`src/hdl/umr_pkg.sv`:
```
// Package for the upper mode-register bank: addresses, field layout, codes.
// Assumes a single 20 MHz clock domain shared by controller and device ends.
package umr_pkg;
    localparam int unsigned CLK_PERIOD_NS = 50;
    // Mode addresses
    localparam logic [7:0] MA_GEOMETRY = 8'h08;
    localparam logic [7:0] MA_VENDOR_TEST = 8'h09;
    localparam logic [7:0] MA_CAL_CMD = 8'h0a;
    localparam logic [7:0] MA_RSVD_LO = 8'h0b;
    localparam logic [7:0] MA_RSVD_HI = 8'h0f;
    localparam logic [7:0] MA_BANK_MASK = 8'h10;
    localparam logic [7:0] MA_SEG_MASK = 8'h11;
    localparam logic [7:0] MA_PATTERN_A = 8'h20;
    localparam logic [7:0] MA_PATTERN_B = 8'h28;
    localparam logic [7:0] MA_RESET = 8'h3f;
    localparam logic [7:0] MA_FORBID_0 = 8'h7f;
    localparam logic [7:0] MA_FORBID_1 = 8'hbf;
    localparam logic [7:0] MA_FORBID_2 = 8'hff;
    // Geometry field positions
    localparam int unsigned DENS_LSB = 2;
    localparam int unsigned WIDTH_LSB = 6;
    localparam logic [3:0] DENS_1GB = 4'h4;
    localparam logic [3:0] DENS_2GB = 4'h5;
    localparam logic [3:0] DENS_4GB = 4'h6;
    localparam logic [3:0] DENS_8GB = 4'h7;
    localparam logic [3:0] DENS_MAX = 4'h9;
    localparam logic [1:0] IOW_X32 = 2'h0;
    localparam logic [1:0] IOW_X8 = 2'h2;
    // Calibration codes
    localparam logic [7:0] CAL_INIT = 8'hff;
    localparam logic [7:0] CAL_LONG = 8'hab;
    localparam logic [7:0] CAL_SHORT = 8'h56;
    localparam logic [7:0] CAL_RESTORE = 8'hc3;
    localparam logic [7:0] MASK_RESET = 8'h00;
    // Controller-side software register offsets
    localparam logic [3:0] CR_ADDR = 4'h0;
    localparam logic [3:0] CR_DATA = 4'h1;
    localparam logic [3:0] CR_CMD = 4'h2;
    localparam logic [3:0] CR_STATUS = 4'h3;
    localparam logic [3:0] CR_RDATA = 4'h4;
    localparam int unsigned CMD_WRITE_BIT = 0;
    localparam int unsigned CMD_READ_BIT = 1;
    typedef enum logic [2:0] {
        CAL_NONE, CAL_K_INIT, CAL_K_LONG, CAL_K_SHORT, CAL_K_RESTORE
    } umr_cal_kind_t;
endpackage

```
`src/hdl/umr_link_if.sv`:
```
// Interface joining the controller end to the mode-register device end.
// Assumes both ends share sys_clk; read data answer one cycle after a read.
`timescale 1ns/1ns
interface umr_link_if;
    logic mrw_valid; // Mode register write command
    logic mrr_valid; // Mode register read command
    logic [7:0] ma; // Mode address
    logic [7:0] op; // Write data byte
    logic [7:0] rd_data; // Read answer byte
    logic rd_valid; // Read answer strobe
    modport ctrl (output mrw_valid, output mrr_valid, output ma, output op,
                  input rd_data, input rd_valid);
    modport dev (input mrw_valid, input mrr_valid, input ma, input op,
                 output rd_data, output rd_valid);
endinterface

```
`src/hdl/umr_device.sv`:
```
// Device end: upper mode registers, calibration decode, refresh masks, reset.
// Assumes commands arrive synchronous to sys_clk, one per cycle at most.
`timescale 1ns/1ns
// What this block does
// - Geometry bits 5:2 report read-only density code
// - Geometry bits 7:6 report read-only I/O width
// - Address 09h is vendor test only
// - Code ABh long, 56h short calibration
// - Code FFh init calibration, C3h restores default
// - Controller writes only the four calibration codes
// - Reserved calibration code is ignored entirely
// - Strapped calibration pin ignores all calibration codes
// - No calibration support ignores calibration commands
// - Init calibration may report resistor in register 0
// - Addresses 0Bh to 0Fh are reserved
// - Bank mask: one bit per bank, 1 blocks
// - Four-bank device uses only low four bits
// - Mask bit n controls bank address n
// - Segment mask exists only on 1Gb to 8Gb
// - Segment n selects top three row bits
// - Controller avoids forbidden and reserved address ranges
// - Read of 20h returns pattern A
// - Read of 28h returns pattern B
// - Write to 3Fh resets device, data ignored
module umr_device
    import umr_pkg::*;
#(
    parameter logic [3:0] DENSITY = 4'h5,
    parameter logic [1:0] IO_WIDTH = 2'h0,
    parameter int unsigned NUM_BANKS = 8,
    parameter bit CAL_SUPPORTED = 1'b1,
    parameter logic [7:0] PATTERN_A = 8'h55, // Arbitrary fixed pattern
    parameter logic [7:0] PATTERN_B = 8'h3c, // Arbitrary fixed pattern
    parameter logic [7:0] VENDOR_TEST_VALUE = 8'h00 // Arbitrary value
)(
    input wire logic sys_clk, // 20 MHz clock
    input wire logic reset_n, // Synchronous reset, active low
    umr_link_if.dev link, // Mode register command link
    input wire logic cal_pin_strapped, // High: calibration pin tied to core supply
    input wire logic [2:0] refresh_bank, // Bank asked to refresh
    input wire logic [14:0] refresh_row, // Row asked to refresh
    output logic refresh_allowed, // Registered: bank/row may refresh
    output logic cal_start, // Pulse: calibration begins
    output umr_cal_kind_t cal_kind, // Kind of the last calibration
    output logic base_device_info_rzq, // Resistor seen by init calibration
    output logic device_reset // Pulse: reset trigger written
);
    // Elaboration guard: the decode below serves only defined densities,
    // the three defined widths and four- or eight-bank dies
    if (DENSITY > DENS_MAX || IO_WIDTH == 2'h3 || (NUM_BANKS != 4 && NUM_BANKS != 8))
    begin : g_bad_geometry
        $error("umr_device: unsupported geometry");
    end

    logic [7:0] geometry;
    logic [7:0] bank_mask_reg;
    logic [7:0] seg_mask_reg;
    logic [7:0] rd_data_reg;
    logic rd_valid_reg;
    logic refresh_allowed_reg;
    logic cal_start_reg;
    umr_cal_kind_t cal_kind_reg;
    logic rzq_reg;
    logic device_reset_reg;

    // Geometry is a constant of the die, so no write path reaches it
    assign geometry = {IO_WIDTH, DENSITY, 2'h0};

    // Calibration code to kind; any code outside the four maps to none
    function automatic umr_cal_kind_t cal_code_kind(input logic [7:0] code);
        case (code)
            CAL_INIT: cal_code_kind = CAL_K_INIT;
            CAL_LONG: cal_code_kind = CAL_K_LONG;
            CAL_SHORT: cal_code_kind = CAL_K_SHORT;
            CAL_RESTORE: cal_code_kind = CAL_K_RESTORE;
            default: cal_code_kind = CAL_NONE;
        endcase
    endfunction

    // Top three row bits for the die's density pick the segment
    function automatic logic [2:0] seg_of_row(input logic [14:0] row);
        case (DENSITY)
            DENS_1GB: seg_of_row = row[12:10];
            DENS_8GB: seg_of_row = row[14:12];
            default: seg_of_row = row[13:11];
        endcase
    endfunction

    // Calibration decode; strap or missing support masks every code
    umr_cal_kind_t cal_decoded;
    assign cal_decoded = cal_code_kind(link.op);
    wire cal_hit = link.mrw_valid && link.ma == MA_CAL_CMD;
    wire cal_enabled = CAL_SUPPORTED && !cal_pin_strapped;
    wire code_valid = cal_decoded != CAL_NONE;
    wire is_init = cal_decoded == CAL_K_INIT;
    wire cal_go = cal_hit && cal_enabled && code_valid;

    // Segment mask applies only to 1Gb..8Gb dies
    localparam bit SEG_PRESENT = DENSITY >= DENS_1GB && DENSITY <= DENS_8GB;
    wire [2:0] seg_index = seg_of_row(refresh_row);
    wire seg_blocked = SEG_PRESENT && seg_mask_reg[seg_index];

    // One gate per bank; bits above the die's bank count never block,
    // so a four-bank die ignores the upper half of the mask
    wire [7:0] bank_eff;
    for (genvar g = 0; g < 8; g++)
    begin : g_bank
        assign bank_eff[g] = (g < NUM_BANKS) && bank_mask_reg[g];
    end
    wire bank_blocked = bank_eff[refresh_bank];

    // Write decode per target register
    wire wr_bank = link.mrw_valid && link.ma == MA_BANK_MASK;
    wire wr_seg = SEG_PRESENT && link.mrw_valid && link.ma == MA_SEG_MASK;

    // Read mux; vendor test reads VENDOR_TEST_VALUE, reserved and write-only addresses read zero
    wire [7:0] rd_mux = (link.ma == MA_GEOMETRY) ? geometry :
                        (link.ma == MA_VENDOR_TEST) ? VENDOR_TEST_VALUE :
                        (link.ma == MA_PATTERN_A) ? PATTERN_A :
                        (link.ma == MA_PATTERN_B) ? PATTERN_B :
                        8'h00;

    wire reset_hit = link.mrw_valid && link.ma == MA_RESET;

    // Mask registers; the reset trigger returns them to unmasked too
    always_ff @(posedge sys_clk)
    begin
        if (!reset_n || reset_hit)
        begin
            bank_mask_reg <= MASK_RESET;
            seg_mask_reg <= MASK_RESET;
        end
        else
        begin
            if (wr_bank)
                bank_mask_reg <= link.op;
            if (wr_seg)
                seg_mask_reg <= link.op;
        end
    end

    // Calibration start and kind; the reset trigger wipes the kind
    always_ff @(posedge sys_clk)
    begin
        if (!reset_n)
        begin
            cal_start_reg <= 1'b0;
            cal_kind_reg <= CAL_NONE;
        end
        else
        begin
            cal_start_reg <= cal_go && !reset_hit;
            if (reset_hit)
                cal_kind_reg <= CAL_NONE;
            else if (cal_go)
                cal_kind_reg <= cal_decoded;
        end
    end

    // Resistor flag: set by the init calibration only, never cleared while running
    always_ff @(posedge sys_clk)
    begin
        if (!reset_n)
            rzq_reg <= 1'b0;
        else if (cal_go && is_init)
            rzq_reg <= 1'b1;
    end

    // Reset trigger pulse; the data byte of the write is never looked at
    always_ff @(posedge sys_clk)
    begin
        if (!reset_n)
            device_reset_reg <= 1'b0;
        else
            device_reset_reg <= reset_hit;
    end

    // Read answer; data stays zero outside an answer so stale bytes never leak
    always_ff @(posedge sys_clk)
    begin
        if (!reset_n)
        begin
            rd_data_reg <= 8'h00;
            rd_valid_reg <= 1'b0;
        end
        else
        begin
            rd_valid_reg <= link.mrr_valid;
            rd_data_reg <= link.mrr_valid ? rd_mux : 8'h00;
        end
    end

    // Refresh gate, one cycle behind the bank and row inputs
    always_ff @(posedge sys_clk)
    begin
        if (!reset_n)
            refresh_allowed_reg <= 1'b0;
        else
            refresh_allowed_reg <= !bank_blocked && !seg_blocked;
    end

    assign link.rd_data = rd_data_reg;
    assign link.rd_valid = rd_valid_reg;
    assign refresh_allowed = refresh_allowed_reg;
    assign cal_start = cal_start_reg;
    assign cal_kind = cal_kind_reg;
    assign base_device_info_rzq = rzq_reg;
    assign device_reset = device_reset_reg;
endmodule

```
`src/flat_wrapper.sv`:
```
// flat-port wrapper written by rule: the top's interface ports become plain ports
module umr_device_flat import umr_pkg::*;
#(
    parameter logic [3:0] DENSITY = 4'h5,
    parameter logic [1:0] IO_WIDTH = 2'h0,
    parameter int unsigned NUM_BANKS = 8,
    parameter bit CAL_SUPPORTED = 1'b1,
    parameter logic [7:0] PATTERN_A = 8'h55,                           
    parameter logic [7:0] PATTERN_B = 8'h3c,                           
    parameter logic [7:0] VENDOR_TEST_VALUE = 8'h00                   
)
  (sys_clk, reset_n, cal_pin_strapped, refresh_bank, refresh_row, refresh_allowed, cal_start, cal_kind, base_device_info_rzq, device_reset, link_mrw_valid, link_mrr_valid, link_ma, link_op, link_rd_data, link_rd_valid);
  umr_link_if link_i ();
  input wire logic sys_clk;
  input wire logic reset_n;
  input wire logic cal_pin_strapped;
  input wire logic [2:0] refresh_bank;
  input wire logic [14:0] refresh_row;
  output logic refresh_allowed;
  output logic cal_start;
  output umr_cal_kind_t cal_kind;
  output logic base_device_info_rzq;
  output logic device_reset;
  input wire logic [$bits(link_i.mrw_valid)-1:0] link_mrw_valid;
  input wire logic [$bits(link_i.mrr_valid)-1:0] link_mrr_valid;
  input wire logic [$bits(link_i.ma)-1:0] link_ma;
  input wire logic [$bits(link_i.op)-1:0] link_op;
  output wire logic [$bits(link_i.rd_data)-1:0] link_rd_data;
  output wire logic [$bits(link_i.rd_valid)-1:0] link_rd_valid;
  assign link_i.mrw_valid = link_mrw_valid;
  assign link_i.mrr_valid = link_mrr_valid;
  assign link_i.ma = link_ma;
  assign link_i.op = link_op;
  assign link_rd_data = link_i.rd_data;
  assign link_rd_valid = link_i.rd_valid;
  umr_device #(.DENSITY(DENSITY), .IO_WIDTH(IO_WIDTH), .NUM_BANKS(NUM_BANKS), .CAL_SUPPORTED(CAL_SUPPORTED), .PATTERN_A(PATTERN_A), .PATTERN_B(PATTERN_B), .VENDOR_TEST_VALUE(VENDOR_TEST_VALUE)) u_core (.sys_clk(sys_clk), .reset_n(reset_n), .link(link_i), .cal_pin_strapped(cal_pin_strapped), .refresh_bank(refresh_bank), .refresh_row(refresh_row), .refresh_allowed(refresh_allowed), .cal_start(cal_start), .cal_kind(cal_kind), .base_device_info_rzq(base_device_info_rzq), .device_reset(device_reset));
endmodule
```
`config.mk`:
```
export PLATFORM = sky130hd
export DESIGN_NAME = umr_device_flat
export DESIGN_NICKNAME = d
export VERILOG_FILES = /design/src/hdl/umr_pkg.sv /design/src/hdl/umr_link_if.sv /design/src/hdl/umr_device.sv /design/src/flat_wrapper.sv
export SDC_FILE = /design/constraint.sdc
export NUM_CORES = 1
export LEC_CHECK = 0
export ABC_AREA = 1
export BUFFER_PORTS_ARGS = -buffer_cell sky130_fd_sc_hd__buf_2
export CELL_PAD_IN_SITES_DETAIL_PLACEMENT = 1
export CELL_PAD_IN_SITES_GLOBAL_PLACEMENT = 2
export CORE_ASPECT_RATIO = 2
export CORE_MARGIN = 5
export CORE_UTILIZATION = 27
export CTS_BUF_LIST = sky130_fd_sc_hd__clkbuf_16
export DETAILED_ROUTE_END_ITERATION = 10
export PLACE_DENSITY = 0.91
export SETUP_SLACK_MARGIN = 0.3
export SYNTH_ARGS = -nofsm -noshare
export SYNTH_HDL_FRONTEND = slang
export SYNTH_SLANG_ARGS = --single-unit
```
`constraint.sdc`:
```
create_clock -name sys_clk -period 2.5 [get_ports sys_clk]
set_input_delay 0.5 -clock sys_clk [delete_from_list [all_inputs] [get_ports sys_clk]]
set_output_delay 0.5 -clock sys_clk [all_outputs]
set_load 0.01 [all_outputs]
```
==> run_results.csv, run 1 <==
group,metric,value,unit
power_and_ir_drop,switching_share,23.5,%
cells_and_area,final_core_util,33.7,%
synthesis,ys_seq_area_share,37.4,%
clock_tree,clockBufferDepth,2,
clock_tree,cts_tree,"yes",
sta,tns,0,ns
sta,finalCriticalPeriod,1.44,ns
critical_path,critPathMaxStageDelay,0.27,ns
drt,drt-total-wl,4020,µm
floorplan,start_util,27.8,%
drt,vias_per_cell,4.81,
clock_tree,cts-resized-gates,0,
placement,gp_congestion,0.764,
critical_path,critPathTopFamily,"simple AND/OR/NAND/NOR gates",
sta,finalCritPeriodShare,57.5,%
critical_path,critPathKind,"input pin to register",
power_and_ir_drop,ir_drop,289,µV
clock_tree,cts-root-buf,"clkbuf_16",
power_and_ir_drop,clock_power_share,40.2,%
grt,grt_overflow,0,
synthesis,synth_cells,203,
floorplan,io_pins,55,
critical_path,endpoint_kind,"register",
placement,portBuffers,40,
grt,grt_start_max_net_pins,17,
power_and_ir_drop,seqPwrFrac,48.5,%
drt,drc,0,
sta,finalHoldViolCount,0,
floorplan,die_height,113,µm
floorplan,die_width,61.7,µm
critical_path,worstPathMaxFanout,9,
synthesis,synth_cell_type_count,30,
grt,grt_pass1_vias,1544,
placement,hpwlAfterDp,3460,µm
synthesis,syn_area,0.00144,mm²
clock_tree,cts_setup_buffers,0,
floorplan,core_region_area,0.00518,mm²
job,maxCapViolCount,0,
power_and_ir_drop,power.density,511,mW/mm²
cells_and_area,final_cell_mix,"40 x buf_2, 32 x nand2_1, 32 x nor2_1, 28 x inv_1, 27 x dfxtp_1",
cells_and_area,area.growth.synth_to_final,21.1,%
run_status,status,"finished, final reports clean",
grt,grt_pass1_wl,6640,µm
clock_tree,cts-buffers-inserted,3,
drt,num_vias,1443,
clock_tree,clkTransAtPathRegs,0.07,ns
drt,drtAntennaViolNets,0,
synthesis,yosys_warnings,0,
critical_path,cp.buffers_inverters,2,
drt,dr.pass1.iters,4,
power_and_ir_drop,p_int,683,µW
sta,rsz0062_at_grt,"no",
power_and_ir_drop,p_sw,210,µW
cells_and_area,drive_gt1_share,30.2,%
cells_and_area,fillers,689,
sta,final-setup-viol-count,0,
sta,fmaxAchievable,0.696,GHz
worst_hold_path,worst_hold_path_type,"register to register",
clock_tree,htree_levels,1,
grt,antenna_found_initial,0,
critical_path,required,2.69,ns
synthesis,syn_area_per_cell,7.11,µm²
power_and_ir_drop,p_comb_share,11.2,%
power_and_ir_drop,finalPower,893,µW
drt,drt_iter0_markers,17,
sta,slew_violations,0,
clock_tree,clock_latency,0.26,ns
floorplan,die-area,0.00700,mm²
power_and_ir_drop,p_leak,0.000814,µW
critical_path,worst_path_max_delay_cell,"nor3_4",
synthesis,ys_ff_latch,27,
cells_and_area,antenna_cells,0,
sta,clock_skew,0.00144,ns
critical_path,arrival,1.63,ns
grt,grt_use_total,12.4,%
cells_and_area,fin_area,0.00175,mm²
cells_and_area,nNetsFinal,282,
clock_tree,holdBufCountCts,0,
clock_tree,cts_sinks,27,
drt,avgRoutedWirePerCell,13.4,µm
critical_path,crit_chain,"buf_2, nor2_2, nand3_2, nor3_4, buf_4, o21ai_0, a21oi_1",
placement,place_area,0.00167,mm²
floorplan,rows,37,
critical_path,cp-start-kind,"input pin",
cells_and_area,layout_commonest_cell,"buf_2",
worst paths after layout:
check | slack [ns] | end | startpoint | cells after the start
worst max register to register | 1.49 | u_core.refresh_allowed | u_core.seg_mask_reg[1] | 7
worst min-delay path | 0.45 | u_core.base_device_info_rzq | u_core.base_device_info_rzq | 2
worst min register to register | 0.45 | u_core.base_device_info_rzq | u_core.base_device_info_rzq | 2
worst max-delay path | 1.06 | u_core.bank_eff[2] | link_ma[1] | 7
layout make-up:
| class | count | area [µm²] | area share [%] |
|---|---|---|---|
| clock buffer | 3 | 75.1 | 4.29 |
| clock inverter | 1 | 5.00 | 0.286 |
| inverter | 31 | 124 | 7.09 |
| multi-input combinational | 139 | 723 | 41.4 |
| sequential | 27 | 541 | 30.9 |
| tap | 58 | 72.6 | 4.15 |
| timing repair buffer | 41 | 208 | 11.9 |
cells by family after synthesis:
logic type,share of synthesized area (%)
simple gates,29.4
compound gates,20.2
buf+inv,12.7
flops,37.4
other cells,0.260
cells in the mapped netlist:
library cell,n,share of area [%]
nand4_1,3,1.3
nor2_4,1,0.78
inv_4,1,0.43
buf_6,2,1.6
a31oi_1,1,0.43
inv_2,1,0.26
nor3_4,1,1.1
nand3_1,7,2.4
nor2_1,32,8.3
o21ai_2,10,6.1
conb_1,1,0.26
a32oi_1,1,0.61
nand3_2,2,1.4
a21oi_2,1,0.61
o211ai_1,1,0.52
clkinv_4,1,0.61
buf_4,5,2.6
nor3_1,2,0.69
inv_1,28,7.3
a21oi_1,18,6.2
o21ai_1,1,0.35
dfxtp_1,27,37
nor2_2,4,1.7
nand2_1,32,8.3
nand2_4,1,0.78
nand2_2,3,1.3
a211oi_2,1,0.87
nor3b_1,1,0.52
o21ai_0,13,4.5
nor3_2,1,0.69
per-layer routing:
metal	part of all wire (%)	GRT usage, %	wire length, µm	up-vias
met5	0	0	0	-
met1	31	11.0	1260	693
met2	63	25.8	2550	24
li1	-	-	-	724
met3	3.7	1.59	150	2
met4	1.4	3.82	55	0
worst min-delay path, cell delays in order, from the launching register on:
cell,delay (ns)
dfxtp_1,0.31
inv_1,0.04
a21oi_1,0.05
power by group through the flow:
| stage | registers (µW) | logic, µW | clock network [µW] |
|---|---|---|---|
| 2_1_floorplan | 445 | 51.3 | 0 |
| 3_3_place_gp | 443 | 100 | 0 |
| 3_5_place_dp | 444 | 102 | 0 |
| 4_1_cts | 434 | 102 | 370 |
| 5_1_grt | 434 | 114 | 393 |
| 6_report | 434 | 100 | 359 |
through the flow:
| step | cells | worst slack (ns) | hold WS, ns |
|---|---|---|---|
| after global routing | 300 | 0.942 | 0.476 |
| after CTS | 300 | 1.04 | 0.457 |
| final | 300 | 1.06 | 0.449 |
| after detailed placement | 296 | 0.764 | 0.444 |
| after global placement | 296 | 0.788 | 0.435 |
| after floorplan | 204 | 1.15 | 0.426 |
Power figures use the tool's default switching activity.
==> run 2: changes to the inputs <==
--- a/config.mk
+++ b/config.mk
@@ -11,10 +11,10 @@
 export CELL_PAD_IN_SITES_GLOBAL_PLACEMENT = 2
 export CORE_ASPECT_RATIO = 2
 export CORE_MARGIN = 5
-export CORE_UTILIZATION = 27
+export CORE_UTILIZATION = 23
 export CTS_BUF_LIST = sky130_fd_sc_hd__clkbuf_16
 export DETAILED_ROUTE_END_ITERATION = 10
-export PLACE_DENSITY = 0.91
+export PLACE_DENSITY = 0.83
 export SETUP_SLACK_MARGIN = 0.3
 export SYNTH_ARGS = -nofsm -noshare
 export SYNTH_HDL_FRONTEND = slang
==> constraint.sdc (replaced) <==
create_clock -name sys_clk -period 1.3 [get_ports sys_clk]
set_input_delay 0.26 -clock sys_clk [delete_from_list [all_inputs] [get_ports sys_clk]]
set_output_delay 0.26 -clock sys_clk [all_outputs]
set_load 0.01 [all_outputs]
==> run_results.csv, run 2 (synthesis results as in run 1) <==
group,metric,value,unit
run_status,status,"finished, final reports clean",
grt,grt_overflow,0,
critical_path,endpoint_kind,"register",
clock_tree,cts-buffers-inserted,3,
clock_tree,cts_sinks,27,
sta,hold_ws,0.243,ns
drt,drc,0,
sta,finalHoldViolCount,0,
sta,slew_violations,0,
clock_tree,clockBufferDepth,2,
critical_path,required,1.49,ns
power_and_ir_drop,seqPwrFrac,46.9,%
clock_tree,cts-root-buf,"clkbuf_16",
floorplan,start_util,23.3,%
floorplan,rows,41,
critical_path,r2r_cells,5,
power_and_ir_drop,ir_drop,379,µV
placement,place_ws,-0.121,ns
critical_path,critPathKind,"input pin to register",
power_and_ir_drop,power.density,821,mW/mm²
drt,num_vias,1541,
cells_and_area,drive_gt1_share,48.7,%
grt,grt_pass1_vias,1553,
drt,avgRoutedWirePerCell,12.7,µm
placement,gp_congestion,0.872,
grt,grt_start_max_net_pins,17,
power_and_ir_drop,p_comb_share,14.1,%
sta,fin_ws,0.185,ns
critical_path,rrSetupSlack,0.32,ns
clock_tree,cts_tree,"yes",
critical_path,crit-reg2reg-launch,"u_core.bank_eff[6]",
power_and_ir_drop,p_leak,0.000965,µW
drt,vias_per_cell,4.37,
clock_tree,htree_levels,1,
power_and_ir_drop,clock_power_share,39.0,%
cells_and_area,nNetsFinal,307,
drt,dr.pass1.iters,4,
sta,finalCriticalPeriod,1.12,ns
worst_hold_path,worst_hold_path_type,"input pin to register",
power_and_ir_drop,p_sw,427,µW
cells_and_area,area.growth.synth_to_final,49.9,%
drt,drt-total-wl,4490,µm
grt,grt_pass1_wl,7070,µm
floorplan,core_region_area,0.00621,mm²
floorplan,die_height,122,µm
grt,antenna_found_initial,0,
power_and_ir_drop,p_int,1350,µW
floorplan,die_width,66.0,µm
cells_and_area,fin_cells,353,
drt,drtAntennaViolNets,0,
sta,finalCritPeriodShare,85.8,%
sta,rsz0062_at_grt,"yes",
job,maxCapViolCount,0,
sta,final-setup-viol-count,0,
cells_and_area,layout_commonest_cell,"nand2_1",
floorplan,die-area,0.00806,mm²
grt,grt_use_total,11.1,%
sta,fmaxAchievable,0.897,GHz
critical_path,r2r-end,"u_core.refresh_allowed",
clock_tree,clkTransAtPathRegs,0.06,ns
cells_and_area,antenna_cells,0,
sta,clock_skew,0.00149,ns
critical_path,worstSetupEndpoint,"u_core.seg_mask_reg[5]",
power_and_ir_drop,switching_share,24.0,%
drt,drt_iter0_markers,35,
clock_tree,holdBufCountCts,0,
placement,portBuffers,40,
critical_path,cp-startpoint,"link_ma[7]",
placement,hpwlAfterDp,3320,µm
clock_tree,clock_latency,0.26,ns
critical_path,arrival,1.31,ns
critical_path,cp-start-kind,"input pin",
placement,dp_cells,334,
floorplan,io_pins,55,
cells_and_area,final_cell_mix,"31 x nand2_1, 30 x buf_2, 25 x nor2_1, 22 x inv_1, 21 x buf_4",
critical_path,worstPathMaxFanout,8,
## run 2: cell count changes in the layout (fill, tap and decap cells not counted), moves of 7 or more
cell     delta
dfxtp_1     -9
nor2_1      -7
dfxtp_2     +9
buf_4      +20
buf_6      +10
buf_2      -10
## run 2: how the worst min path moves through the flow
stage                                            from                          end  slack (ns)  cells past startpoint
after floorplan                               reset_n         u_core.link.rd_valid        0.38                      2
after global placement    u_core.base_device_info_rzq  u_core.base_device_info_rzq        0.44                      2
after detailed placement  u_core.base_device_info_rzq  u_core.base_device_info_rzq        0.45                      2
after CTS                              link_mrr_valid         u_core.link.rd_valid        0.24                      3
after global routing                   link_mrr_valid         u_core.link.rd_valid        0.27                      3
final                                  link_mrr_valid         u_core.link.rd_valid        0.24                      3
## run 2: area by class of cell
class / count / area [µm²]
clock buffers: 3 / 75.1
clock inverters: 1 / 3.75
fillers: 760 / 4040
inverters: 31 / 131
multi-input cells: 139 / 797
flip-flops and latches: 27 / 552
well taps: 86 / 108
repair buffers: 66 / 498
## run 2: what timing repair did
| item | CTS | global route |
|---|---|---|
| pin swaps | 1 | 7 |
| setup buffers | 8 | 6 |
| endpoints found under the setup margin | 14 | 35 |
| gates cloned | 1 | 0 |
| resized for setup | 15 | 46 |
## run 2: metrics by stage
stage | cell area (µm²) | setup TNS, ns | power, µW | utilization [%]
after global placement | 1800 | -0.103 | 1060 | 29.0
final | 2160 | 0 | 1780 | 34.9
after CTS | 2000 | 0 | 1770 | 32.3
after global routing | 2160 | 0 | 1870 | 34.9
after detailed placement | 1800 | -0.335 | 1070 | 29.0
after floorplan | 1460 | 0 | 957 | -
## run 2: critical path, cell delays in order
cell and delay (ns):
buf_6 0.09, nor2_4 0.10, nand3_2 0.10, buf_4 0.15
nor2_2 0.10, nand2_2 0.17, buf_4 0.19, a21oi_1 0.14
## run 2: per-layer routing
layer  track usage, %  wire length, µm  vias up
met1             13.0             1790      721
met3             1.48              200        5
met2             20.2             2430       37
met5                0                0        -
li1                 -                -      778
met4             4.07               67        0
## run 2: power groups by stage
stage / Clock, µW / Combinational [µW] / Sequential, µW
6_report: 693 / 250 / 834
5_1_grt: 754 / 278 / 834
4_1_cts: 709 / 226 / 834
3_5_place_dp: 0 / 213 / 853
3_3_place_gp: 0 / 205 / 853
2_1_floorplan: 0 / 102 / 855
==> run 3: changes to the inputs <==
--- a/config.mk
+++ b/config.mk
@@ -7,10 +7,9 @@
 export LEC_CHECK = 0
 export ABC_AREA = 1
 export BUFFER_PORTS_ARGS = -buffer_cell sky130_fd_sc_hd__buf_2
-export CELL_PAD_IN_SITES_DETAIL_PLACEMENT = 1
+export CELL_PAD_IN_SITES_DETAIL_PLACEMENT = 0
 export CELL_PAD_IN_SITES_GLOBAL_PLACEMENT = 2
 export CORE_ASPECT_RATIO = 2
-export CORE_MARGIN = 5
 export CORE_UTILIZATION = 23
 export CTS_BUF_LIST = sky130_fd_sc_hd__clkbuf_16
 export DETAILED_ROUTE_END_ITERATION = 10
==> run_results.csv, run 3 (synthesis results as in run 1) <==
group,metric,value,unit
grt,grt_pass1_vias,1432,
critical_path,arrival,1.18,ns
floorplan,die_width,58.0,µm
job,maxCapViolCount,0,
critical_path,crit-reg2reg-launch,"u_core.seg_mask_reg[5]",
grt,grt_start_max_net_pins,17,
cells_and_area,final_core_util,35.5,%
critical_path,required,1.46,ns
floorplan,die-area,0.00662,mm²
clock_tree,cts_sinks,27,
placement,gp_congestion,0.760,
power_and_ir_drop,clock_power_share,39.6,%
drt,num_vias,1492,
drt,avgRoutedWirePerCell,12.5,µm
sta,final-setup-viol-count,0,
grt,antenna_found_initial,0,
cells_and_area,layout_commonest_cell,"buf_2",
drt,drtAntennaViolNets,0,
clock_tree,holdBufCountCts,0,
floorplan,rows,40,
cells_and_area,drive_gt1_share,50.2,%
critical_path,worstPathMaxFanout,16,
placement,hpwlAfterDp,3180,µm
critical_path,r2r_cells,7,
floorplan,core_region_area,0.00601,mm²
sta,fmaxAchievable,0.985,GHz
drt,drt-total-wl,4120,µm
sta,finalCritPeriodShare,78.1,%
floorplan,io_pins,55,
grt,grt_overflow,0,
power_and_ir_drop,p_leak,0.000974,µW
critical_path,endpoint_kind,"register",
critical_path,rrSetupSlack,0.35,ns
power_and_ir_drop,p_int,1360,µW
grt,grt_use_total,13.2,%
clock_tree,clockBufferDepth,2,
sta,slew_violations,0,
worst_hold_path,min_to,"u_core.link.rd_valid",
power_and_ir_drop,power.density,858,mW/mm²
drt,drt_iter0_markers,29,
power_and_ir_drop,ir_drop,420,µV
drt,dr.pass1.iters,7,
placement,portBuffers,40,
power_and_ir_drop,seqPwrFrac,45.5,%
drt,drc,2,
drt,vias_per_cell,4.52,
sta,finalHoldViolCount,0,
sta,tns,0,ns
sta,rsz0062_at_grt,"yes",
sta,finalCriticalPeriod,1.01,ns
cells_and_area,nNetsFinal,307,
power_and_ir_drop,switching_share,25.4,%
clock_tree,cts-root-buf,"clkbuf_16",
grt,grt_pass1_wl,6330,µm
worst_hold_path,min_from,"link_mrr_valid",
power_and_ir_drop,p_sw,466,µW
critical_path,r2r-end,"u_core.refresh_allowed",
run_status,violations,"DRC",
floorplan,start_util,24.0,%
clock_tree,cts_tree,"yes",
critical_path,cp-start-kind,"input pin",
power_and_ir_drop,p_comb_share,14.8,%
clock_tree,cts-buffers-inserted,3,
cells_and_area,antenna_cells,0,
clock_tree,clock_latency,0.27,ns
clock_tree,htree_levels,1,
worst_hold_path,worst_hold_path_type,"input pin to register",
run_status,status,"finished with violations",
cells_and_area,area.growth.synth_to_final,47.8,%
sta,clock_skew,0.00319,ns
worst_hold_path,holdPathStages,3,
critical_path,critPathKind,"input pin to register",
floorplan,die_height,114,µm
clock_tree,clkTransAtPathRegs,0.07,ns
cells_and_area,final_cell_mix,"32 x buf_2, 29 x nand2_1, 24 x nor2_1, 23 x buf_4, 22 x inv_1",
==> run 3: cell count changes in the layout (fill, tap and decap cells not counted), sizes merged <==
cell / previous run / this run
clkbuf: 5 / 4
clkinv: 1 / 2
inv: 31 / 30
nand2: 36 / 37
==> run 3: layer usage <==
metal	global-route usage [%]	up-vias	routed length [µm]
met1	10.8	689	1340
met3	1.36	5	105
met2	27.5	27	2560
met4	8.10	0	115
met5	0	-	0
li1	-	771	-
==> run 3: worst max-delay path, stage by stage <==
cell	delay, ns
buf_6	0.09
nor2_4	0.12
buf_4	0.15
nand2_1	0.07
nor2_2	0.10
nand2_2	0.08
nand2_4	0.09
inv_6	0.08
o21ai_0	0.08
a21oi_1	0.05
==> run 3: worst max path at each step <==
stage,start,to,cells after the start
2_1_floorplan,link_ma[7],u_core.cal_kind[1],9
3_5_place_dp,link_ma[3],u_core.cal_kind[1],8
3_3_place_gp,link_ma[3],u_core.cal_kind[1],8
5_1_grt,link_ma[7],u_core.bank_eff[0],7
4_1_cts,link_ma[0],u_core.bank_eff[4],7
6_report,link_ma[7],u_core.seg_mask_reg[1],10
==> run 3: area by class of cell <==
class | instances | area (µm²)
Fill cell | 674 | 3870
Sequential cell | 27 | 551
Timing Repair Buffer | 65 | 445
Tap cell | 63 | 78.8
Clock buffer | 3 | 75.1
Clock inverter | 1 | 5.00
Inverter | 31 | 126
Multi-Input combinational cell | 140 | 853
==> run 3: power groups by stage <==
stage	clock (µW)	combinational (µW)	sequential, µW
after floorplan	0	102	855
after global placement	0	224	853
after detailed placement	0	224	853
after CTS	749	249	834
after global routing	785	296	834
final	725	272	834
==> run 3: stage by stage <==
step | setup WS, ns | hold slack (ns) | instance area (µm²) | instances | power, µW
floorplan | 0.197 | 0.385 | 1460 | 204 | 957
global placement | -0.116 | 0.437 | 1820 | 319 | 1080
detailed placement | -0.0804 | 0.447 | 1820 | 319 | 1080
CTS | 0.300 | 0.217 | 2010 | 327 | 1830
global route | 0.194 | 0.253 | 2130 | 330 | 1920
finish | 0.285 | 0.216 | 2130 | 330 | 1830
==> run 3: what timing repair did <==
| item | in CTS | in global routing |
|---|---|---|
| setup endpoints to repair | 23 | 31 |
| cloned | 1 | 0 |
| pin swaps | 6 | 9 |
| setup buffers | 3 | 3 |
| gates resized for setup | 28 | 36 |
